<file path="config.mk">
export PLATFORM = sky130hd
export DESIGN_NAME = wwdr_top
export DESIGN_NICKNAME = d
export VERILOG_FILES = /design/src/wwdr_pkg.sv /design/src/wwdr_tick_gen.sv /design/src/wwdr_top.sv
export SDC_FILE = /design/constraint.sdc
export NUM_CORES = 1
export LEC_CHECK = 0
export BUFFER_PORTS_ARGS = -buffer_cell sky130_fd_sc_hd__buf_2
export CAP_MARGIN = 5
export CORE_MARGIN = 5
export CORE_UTILIZATION = 50
export DETAILED_ROUTE_END_ITERATION = 16
export PLACE_DENSITY = 0.71
export SETUP_SLACK_MARGIN = 0.1
export SYNTH_ARGS = -nofsm -noshare
export SYNTH_HDL_FRONTEND = slang
export SYNTH_HIERARCHICAL = 1
export SYNTH_SLANG_ARGS = --single-unit
export TNS_END_PERCENT = 50
</file>
<file path="constraint.sdc">
create_clock -name ref_clk -period 3.15 [get_ports ref_clk]
set_clock_uncertainty 0.15 [all_clocks]
set_input_delay 0 -clock ref_clk [delete_from_list [all_inputs] [get_ports ref_clk]]
set_output_delay 0 -clock ref_clk [all_outputs]
set_load 0.01 [all_outputs]
</file>
<file path="src/wwdr_pkg.sv">
// package: register map, field layout, reset values and timing counts of the watchdog read-back
`default_nettype none
package wwdr_pkg;
    // register offsets (byte addresses on the register port)
    localparam logic [3:0] ADDR_CTRL0     = 4'h0;
    localparam logic [3:0] ADDR_CTRL1     = 4'h1;
    localparam logic [3:0] ADDR_PS_LOW    = 4'h2;
    localparam logic [3:0] ADDR_PS_HIGH   = 4'h3;
    localparam logic [3:0] ADDR_WIN_TMR   = 4'h4;
    localparam logic [3:0] ADDR_IRQ_STAT  = 4'h5;
    localparam logic [3:0] ADDR_IRQ_MASK  = 4'h6;
    localparam logic [3:0] ADDR_CLEAR_CMD = 4'h7;

    // control register 0: enable in bit 0, prescale select in bits 5:1
    localparam int CTRL0_EN_BIT = 0;
    localparam int CTRL0_PS_LSB = 1;
    localparam int CTRL0_PS_MSB = 5;
    // control register 1: window select in bits 2:0, clock select in bits 6:4
    localparam int CTRL1_WIN_LSB = 0;
    localparam int CTRL1_WIN_MSB = 2;
    localparam int CTRL1_CS_LSB  = 4;
    localparam int CTRL1_CS_MSB  = 6;
    // window timer register layout
    localparam int WTMR_PS_LSB    = 0;
    localparam int WTMR_PS_MSB    = 1;
    localparam int WTMR_ARMED_BIT = 2;
    localparam int WTMR_WIN_LSB   = 3;
    localparam int WTMR_WIN_MSB   = 7;
    // interrupt event bits
    localparam int EV_TIMEOUT = 0;
    localparam int EV_EARLY   = 1;
    localparam int EV_OPENED  = 2;
    localparam int EV_W       = 3;
    // clear command bit
    localparam int CLEAR_CMD_BIT = 0;

    localparam int PS_CNT_W  = 18;
    localparam int WIN_CNT_W = 5;

    // reset values
    localparam logic [4:0] PS_SEL_RESET  = 5'h0b;
    localparam logic [2:0] WIN_SEL_RESET = 3'h7;
    localparam logic [2:0] CS_SEL_RESET  = 3'h0;
    localparam logic       EN_RESET      = 1'b0;
    localparam logic [7:0] STAT_RESET    = 8'h00;

    // prescale select: largest defined code, power of two up to 2^18 on the prescaler
    localparam logic [4:0] PS_SEL_MAX = 5'h12;
    localparam logic [2:0] WIN_SEL_ALL_OPEN = 3'h7;

    typedef enum logic [2:0] {
        WWDR_CS_LOW_FREQ_INTERNAL_OSC = 3'h0,
        WWDR_CS_MID_FREQ_INTERNAL_OSC = 3'h1,
        WWDR_CS_SECOSC   = 3'h2
    } wwdr_clk_sel_t;

    // timing: system clock and watchdog clock sources
    localparam longint CLK_HZ     = 200_000_000;
    localparam longint LF_OSC_HZ  = 31_000;
    localparam longint MF_OSC_HZ  = 31_250;
    localparam int     LF_DIV_CYC = int'(CLK_HZ / LF_OSC_HZ);
    localparam int     MF_DIV_CYC = int'(CLK_HZ / MF_OSC_HZ);
    localparam int     DIV_W      = 13;
endpackage : wwdr_pkg
`default_nettype wire

</file>
<file path="src/wwdr_tick_gen.sv">
// module: divider that turns the system clock into one-cycle watchdog clock enables
`default_nettype none
module wwdr_tick_gen
    import wwdr_pkg::*;
(
    input  wire logic             ref_clk,
    input  wire logic             rst,
    input  wire logic             restart,
    input  wire logic [DIV_W-1:0] period,
    output logic                  tick
);
    logic [DIV_W-1:0] cnt_q;
    logic [DIV_W-1:0] cnt_d;
    wire              at_end = (cnt_q >= period - DIV_W'(1));

    assign cnt_d = (restart || at_end) ? '0 : cnt_q + DIV_W'(1);

    always_ff @(posedge ref_clk) begin
        if (rst) begin
            cnt_q <= '0;
            tick  <= 1'b0;
        end else begin
            cnt_q <= cnt_d;
            tick  <= at_end && !restart;
        end
    end
endmodule // wwdr_tick_gen
`default_nettype wire

</file>
<file path="src/wwdr_top.sv">
// module: windowed watchdog counters, window evaluation and read-only status registers
//
// Implementation choices: strobed register access and the register offsets.
`default_nettype none
module wwdr_top
    import wwdr_pkg::*;
#(
    parameter int LF_DIV = LF_DIV_CYC,
    parameter int MF_DIV = MF_DIV_CYC
) (
    input  wire logic       ref_clk,
    input  wire logic       rst,
    input  wire logic [3:0] reg_addr,
    input  wire logic [7:0] reg_wdata,
    input  wire logic       reg_wr,
    input  wire logic       reg_rd,
    output logic      [7:0] reg_rdata,
    input  wire logic       sec_osc_in,
    input  wire logic       wdt_clear_in,
    output logic            timeout_pulse,
    output logic            window_open,
    output logic            irq
);

    // effective prescale exponent; reserved codes fall back to the minimum interval
    function automatic logic [4:0] ps_exp(input logic [4:0] sel);
        ps_exp = (sel > PS_SEL_MAX) ? 5'h00 : sel;
    endfunction

    // mask of prescale bits that must all be one for the window count to step
    function automatic logic [PS_CNT_W-1:0] ps_mask(input logic [4:0] sel);
        logic [PS_CNT_W:0] one_hot;
        one_hot = '0;
        one_hot[ps_exp(sel)] = 1'b1;
        ps_mask = PS_CNT_W'(one_hot - (PS_CNT_W + 1)'(1));
    endfunction

    // window open test, shared by the live output and the opening event
    function automatic logic win_is_open(input logic [WIN_CNT_W-1:0] win,
                                         input logic [2:0]           sel);
        logic [WIN_CNT_W-1:0] edge_cnt;
        edge_cnt = {(3'h7 - sel), 2'b00};
        win_is_open = (sel == WIN_SEL_ALL_OPEN) || (win >= edge_cnt);
    endfunction

    // control state
    logic                 en_q;
    logic [4:0]           ps_sel_q;
    logic [2:0]           win_sel_q;
    logic [2:0]           cs_sel_q;
    logic [EV_W-1:0]      stat_q;
    logic [EV_W-1:0]      mask_q;

    // counters
    logic [PS_CNT_W-1:0]  prescale_count_q;
    logic [PS_CNT_W-1:0]  prescale_count_d;
    logic [WIN_CNT_W-1:0] window_count_q;
    logic [WIN_CNT_W-1:0] window_count_d;
    logic                 open_prev_q;
    logic                 timeout_q;
    logic [7:0]           rdata_q;
    logic                 sec_osc_q;

    // register port decode
    wire wr_ctrl0  = reg_wr && (reg_addr == ADDR_CTRL0);
    wire wr_ctrl1  = reg_wr && (reg_addr == ADDR_CTRL1);
    wire wr_stat   = reg_wr && (reg_addr == ADDR_IRQ_STAT);
    wire wr_mask   = reg_wr && (reg_addr == ADDR_IRQ_MASK);
    wire wr_clear  = reg_wr && (reg_addr == ADDR_CLEAR_CMD)
                     && reg_wdata[CLEAR_CMD_BIT];

    // watchdog clock: two internal sources divided down, or edges of the secondary osc
    logic [DIV_W-1:0] div_period;
    logic             div_tick;
    wire              cs_change = wr_ctrl1
                      && (reg_wdata[CTRL1_CS_MSB:CTRL1_CS_LSB] != cs_sel_q);
    wire              sec_osc_rise = sec_osc_in && !sec_osc_q;

    assign div_period = (cs_sel_q == WWDR_CS_MID_FREQ_INTERNAL_OSC) ? DIV_W'(MF_DIV)
                                                       : DIV_W'(LF_DIV);

    wwdr_tick_gen u_tick_gen (
        .ref_clk (ref_clk),
        .rst     (rst),
        .restart (cs_change),
        .period  (div_period),
        .tick    (div_tick)
    );

    // reserved clock codes leave the watchdog without a clock
    logic wd_tick;
    always_comb begin
        unique case (cs_sel_q)
            WWDR_CS_LOW_FREQ_INTERNAL_OSC: wd_tick = div_tick;
            WWDR_CS_MID_FREQ_INTERNAL_OSC: wd_tick = div_tick;
            WWDR_CS_SECOSC:   wd_tick = sec_osc_rise;
            default:          wd_tick = 1'b0;
        endcase
    end

    // counting
    wire wd_clear  = wr_clear || wdt_clear_in;
    wire step      = en_q && wd_tick;
    wire ps_hit    = (prescale_count_q & ps_mask(ps_sel_q)) == ps_mask(ps_sel_q);
    wire win_step  = step && ps_hit;
    wire win_wrap  = win_step && (&window_count_q);

    always_comb begin
        prescale_count_d = prescale_count_q;
        window_count_d   = window_count_q;
        if (wd_clear || !en_q) begin
            prescale_count_d = '0;
            window_count_d   = '0;
        end else if (win_step) begin
            prescale_count_d = '0;
            window_count_d   = window_count_q + WIN_CNT_W'(1);
        end else if (step) begin
            prescale_count_d = prescale_count_q + PS_CNT_W'(1);
        end
    end

    // open state is combinational from the counter so it moves with it
    wire open_now = win_is_open(window_count_q, win_sel_q);
    wire armed    = en_q && open_now;

    // events: a hardware set wins over a same-cycle write-one-to-clear
    logic [EV_W-1:0] ev_set;
    logic [EV_W-1:0] stat_d;
    assign ev_set[EV_TIMEOUT] = win_wrap && !wd_clear;
    assign ev_set[EV_EARLY]   = wd_clear && en_q && !open_now;
    assign ev_set[EV_OPENED]  = en_q && open_now && !open_prev_q;
    assign stat_d = ev_set | (stat_q & ~(wr_stat ? reg_wdata[EV_W-1:0] : '0));

    // read-back images; writes to these three offsets are ignored
    wire [7:0] ps_low_img  = prescale_count_q[7:0];
    wire [7:0] ps_high_img = prescale_count_q[15:8];
    logic [7:0] win_tmr_img;
    always_comb begin
        win_tmr_img = '0;
        win_tmr_img[WTMR_WIN_MSB:WTMR_WIN_LSB] = window_count_q;
        win_tmr_img[WTMR_ARMED_BIT]            = armed;
        win_tmr_img[WTMR_PS_MSB:WTMR_PS_LSB]   = prescale_count_q[17:16];
    end

    logic [7:0] ctrl0_img;
    logic [7:0] ctrl1_img;
    always_comb begin
        ctrl0_img = '0;
        ctrl0_img[CTRL0_EN_BIT] = en_q;
        ctrl0_img[CTRL0_PS_MSB:CTRL0_PS_LSB] = ps_sel_q;
        ctrl1_img = '0;
        ctrl1_img[CTRL1_WIN_MSB:CTRL1_WIN_LSB] = win_sel_q;
        ctrl1_img[CTRL1_CS_MSB:CTRL1_CS_LSB]   = cs_sel_q;
    end

    logic [7:0] rd_mux;
    always_comb begin
        unique case (reg_addr)
            ADDR_CTRL0:    rd_mux = ctrl0_img;
            ADDR_CTRL1:    rd_mux = ctrl1_img;
            ADDR_PS_LOW:   rd_mux = ps_low_img;
            ADDR_PS_HIGH:  rd_mux = ps_high_img;
            ADDR_WIN_TMR:  rd_mux = win_tmr_img;
            ADDR_IRQ_STAT: rd_mux = {{(8 - EV_W){1'b0}}, stat_q};
            ADDR_IRQ_MASK: rd_mux = {{(8 - EV_W){1'b0}}, mask_q};
            default:       rd_mux = 8'h00;
        endcase
    end

    // control registers
    always_ff @(posedge ref_clk) begin
        if (rst) begin
            en_q      <= EN_RESET;
            ps_sel_q  <= PS_SEL_RESET;
            win_sel_q <= WIN_SEL_RESET;
            cs_sel_q  <= CS_SEL_RESET;
            mask_q    <= '0;
        end else begin
            if (wr_ctrl0) begin
                en_q     <= reg_wdata[CTRL0_EN_BIT];
                ps_sel_q <= reg_wdata[CTRL0_PS_MSB:CTRL0_PS_LSB];
            end
            if (wr_ctrl1) begin
                win_sel_q <= reg_wdata[CTRL1_WIN_MSB:CTRL1_WIN_LSB];
                cs_sel_q  <= reg_wdata[CTRL1_CS_MSB:CTRL1_CS_LSB];
            end
            if (wr_mask) begin
                mask_q <= reg_wdata[EV_W-1:0];
            end
        end
    end

    // counters and status; every reset returns the read-only images to zero
    always_ff @(posedge ref_clk) begin
        if (rst) begin
            prescale_count_q <= '0;
            window_count_q   <= '0;
            open_prev_q      <= 1'b0;
            stat_q           <= STAT_RESET[EV_W-1:0];
            timeout_q        <= 1'b0;
            sec_osc_q        <= 1'b0;
        end else begin
            prescale_count_q <= prescale_count_d;
            window_count_q   <= window_count_d;
            open_prev_q      <= en_q && open_now;
            stat_q           <= stat_d;
            timeout_q        <= ev_set[EV_TIMEOUT];
            sec_osc_q        <= sec_osc_in;
        end
    end

    // read data stands only in the cycle after the read strobe
    always_ff @(posedge ref_clk) begin
        if (rst) begin
            rdata_q <= 8'h00;
        end else begin
            rdata_q <= reg_rd ? rd_mux : 8'h00;
        end
    end

    assign reg_rdata     = rdata_q;
    assign timeout_pulse = timeout_q;
    assign window_open   = armed;
    assign irq           = |(stat_q & mask_q);

endmodule // wwdr_top
`default_nettype wire

</file>
==> metrics.md <==
| Metric | Value |
|---|---|
| Total vias in the final route | `3,937` |
| Root Driver | `clkbuf_8` |
| Max VDD drop | `461 uV` |
| RSZ-0062 raised after global routing | `yes` |
| Top Ports | `29` |
| Post-Synth XOR/XNOR Area | `0.0895` |
| Layout cells sized above 1 | `0.190` |
| Vert. Die Dim | `103 um` |
| FMAX | `338 MHz` |
| Placed Instances | `645` |
| CP Capture Type | `flop` |
| Synth Instances | `494` |
| Detailed placer's ending HPWL | `7930 um` |
| Max Cap Viol | `0` |
| ANT cells | `0` |
| Flop2flop setup slack | `0.19 ns` |
| Clock sink total | `66` |
| Synthesis-to-layout area growth | `18.0%` |
| Final Cycle Share | `0.939` |
| CTS H-tree lvls | `3` |
| Unique cell type count in the Yosys netlist | `74` |
| Sequential fraction of the synthesis area | `0.307` |
| Detail Route Antenna Nets | `0` |
| #FFs+latches synth | `66` |
| Die X | `103 um` |
| Min Tclk post-route | `2.96 ns` |
| Final WL | `11,100 um` |
| Max Slew Vio Count | `0` |
| Pre-CTS setup slack | `0.0133 ns` |
| Crit start category | `flop` |
| PnR worst setup slack | `0.192 ns` |
| WS Path Type | `reg2reg` |
| Clock Path Buffers | `2` |
| Area fraction in compound gates after synthesis | `0.144` |
| Core area | `0.00830 mm^2` |
| Simple-gate portion of the synthesized area | `0.275` |
| HP Class | `in2reg` |
| Leak | `1.97 nW` |
| Crit path max fanout | `8` |
| Clock slew at reported path FFs | `0.08 ns` |
| Synth Flop Type | `dfxtp_1` |
| Skew-Pair Late Insertion Delay | `0.35 ns` |
| Data arrival time of the critical path | `3.09 ns` |
| Initial drt markers | `321` |
| Placed inst area | `0.00463 mm^2` |
| Worst EP required | `3.28 ns` |
| YS warnings | `6` |
| Vias per cell | `5.80` |
| CTS Buf Count | `9` |
| Layout net count | `611` |
| Number of flops mapped to enable cells by yosys | `0` |
| 1st-pass router iterations | `5` |
| Largest family of logic cells by synthesized area | `simple AND/OR/NAND/NOR gates` |
| Global-route usage over all layers | `0.221` |
| Die Area | `0.0106 mm^2` |
| Remaining DRCs | `0` |
| Number of global-route vias before repair | `3,848` |
| First-pass GRT wire length | `18,300 um` |
| Pin count of the biggest net entering global routing | `24` |
| Remaining global-route overflow | `0` |
| Synthesized area | `0.00431 mm^2` |
| Fin area | `0.00508 mm^2` |
| Adder-cell area share of the yosys netlist | `0.0668` |
| Final Hold Vio Count | `0` |
| Relative slew slack | `0.448` |
| Wire per inst | `16.3 um` |
| Port Buffer Count | `27` |
| Async SR Flop Fraction | `0` |
| CTS tree | `yes` |
| Initial Util | `0.519` |
| Worst slew pin tran | `0.822 ns` |
| Core Rows | `33` |
| Post-route setup TNS | `0 ns` |
| Setup violators final | `0` |
| Status | `completed` |
| Mapped Avg Cell Area | `8.72 um^2` |
| Final instance count without filler cells | `679` |
| Pwr/cell area | `335 mW/mm^2` |
| Filler instances | `711` |
| Initial antenna violation count | `0` |
| Postcts setup bufs | `0` |
| Placer Congestion | `0.961` |
| Mux contribution to synthesized area | `0.0607` |
metrics by stage:
step | util | total power, mW | hold slack, ns
after global placement | 0.558 | 1.00 | 0.0784
final | 0.613 | 1.70 | 0.0455
after detailed placement | 0.558 | 1.00 | 0.0870
after CTS | 0.607 | 1.71 | 0.0270
after floorplan | - | 0.968 | -0.0218
after global routing | 0.613 | 1.78 | 0.0470
cell families (layout without fill, tap and decap cells):
| family | after synthesis | after routing |
|---|---|---|
| AND/OR/NAND/NOR | 216 | 217 |
| XOR/XNOR | 44 | 44 |
| flip-flops | 66 | 66 |
| other | 2 | 27 |
| AO/OA/AOI/OAI | 78 | 78 |
| buffers and inverters | 43 | 97 |
| multiplexers | 22 | 22 |
| adder cells (fa/ha/maj) | 23 | 23 |
layout by cell type (no fill, tap or decap), types with 7 or more instances in the layout:
| master | instances |
|---|---|
| a21oi_1 | 11 |
| ha_1 | 21 |
| xor2_1 | 19 |
| and3_1 | 7 |
| buf_2 | 27 |
| xnor2_1 | 25 |
| nor2_1 | 69 |
| buf_4 | 12 |
| nor3_1 | 14 |
| o21ai_0 | 8 |
| nand3_1 | 26 |
| conb_1 | 27 |
| dfxtp_1 | 66 |
| inv_1 | 22 |
| clkbuf_8 | 9 |
| nand2_1 | 31 |
| nor3_2 | 12 |
| dlygate4sd3_1 | 18 |
| mux2i_1 | 16 |
| nand4_1 | 11 |
synthesized netlist by cell type (2+ instances only):
cell | number | share of area
nor2_1 | 71 | 0.062
dfxtp_1 | 66 | 0.31
nand2_1 | 32 | 0.028
nand3_1 | 26 | 0.030
xnor2_1 | 25 | 0.051
ha_1 | 23 | 0.067
inv_1 | 22 | 0.019
xor2_1 | 19 | 0.039
mux2i_1 | 16 | 0.037
nor3_1 | 15 | 0.017
a21oi_1 | 12 | 0.014
nand4_1 | 11 | 0.016
nor3_2 | 11 | 0.026
o21ai_0 | 9 | 0.010
clkbuf_1 | 8 | 0.0070
and3_1 | 7 | 0.010
a211o_1 | 6 | 0.012
a22oi_1 | 6 | 0.010
nand2b_1 | 6 | 0.0087
a31oi_1 | 5 | 0.0073
nand3b_1 | 5 | 0.0087
o21a_1 | 5 | 0.0087
or3_1 | 5 | 0.0073
buf_2 | 4 | 0.0046
buf_6 | 4 | 0.010
nor2b_1 | 4 | 0.0058
nor4_1 | 4 | 0.0058
a22o_1 | 3 | 0.0061
mux2_2 | 3 | 0.0078
mux4_2 | 3 | 0.016
nor3b_1 | 3 | 0.0052
o211ai_1 | 3 | 0.0052
o21bai_1 | 3 | 0.0052
a211oi_1 | 2 | 0.0035
a221oi_2 | 2 | 0.0070
a2bb2oi_1 | 2 | 0.0041
a41oi_1 | 2 | 0.0041
clkbuf_8 | 2 | 0.0064
conb_1 | 2 | 0.0017
nand3_4 | 2 | 0.0081
or4_1 | 2 | 0.0035
critical path, cell delays in order (launching register included):
cell and delay [ns]:
dfxtp_1 0.32, or3_1 0.41, o31a_2 0.33, ha_4 0.19, buf_4 0.17, a41oi_2 0.18
o211ai_1 0.16, a2111oi_4 0.33, nand3_4 0.11, or3_4 0.39, a21oi_2 0.15
area by class of cell:
| cell class | instances | area (um^2) | share of cell area |
|---|---|---|---|
| sequential | 66 | 1320 | 0.260 |
| inverter | 23 | 87.6 | 0.0172 |
| clock buffer | 9 | 124 | 0.0244 |
| clock inverter | 6 | 67.6 | 0.0133 |
| timing repair buffer | 59 | 437 | 0.0859 |
| tap | 105 | 131 | 0.0258 |
| multi-input combinational | 411 | 2920 | 0.573 |
final timing paths:
path | from | end | depth (start not counted)
setup / recovery | ps_sel_q[3] | window_count_q[3] | 10
hold / removal | reg_wr | win_sel_q[2] | 4
setup reg to reg | ps_sel_q[3] | window_count_q[3] | 10
hold reg to reg | u_tick_gen/cnt_q[0] | u_tick_gen/cnt_q[0] | 1
state kept, by name, indices dropped and copies added (netlist names), 3 cells and up:
register          cells
ps_sel_q              5
window_count_q        5
cs_sel_q              3
mask_q                3
win_sel_q             3
prescale_count_q     18
u_tick_gen/cnt_q     13
reg_rdata             8
stat_q                3
what timing repair did:
item	CTS	global route
hold buffers	18	0
gates resized for setup	6	9
endpoints found under the hold margin	29	0
pin swaps	1	2
cloned	0	1
setup endpoints to repair	20	37
routing by layer:
layer,share of wire,up-vias,track usage
met5,0,-,0
met2,0.49,144,0.370
met3,0.056,33,0.0528
met1,0.41,1867,0.266
met4,0.038,0,0.110
li1,-,1893,-
report_power, final:
part | switching, mW | internal, mW
logic | 0.0864 | 0.0666
clock network | 0.335 | 0.363
registers | 0.00959 | 0.842
No activity file was read; power rests on OpenSTA's default activity.
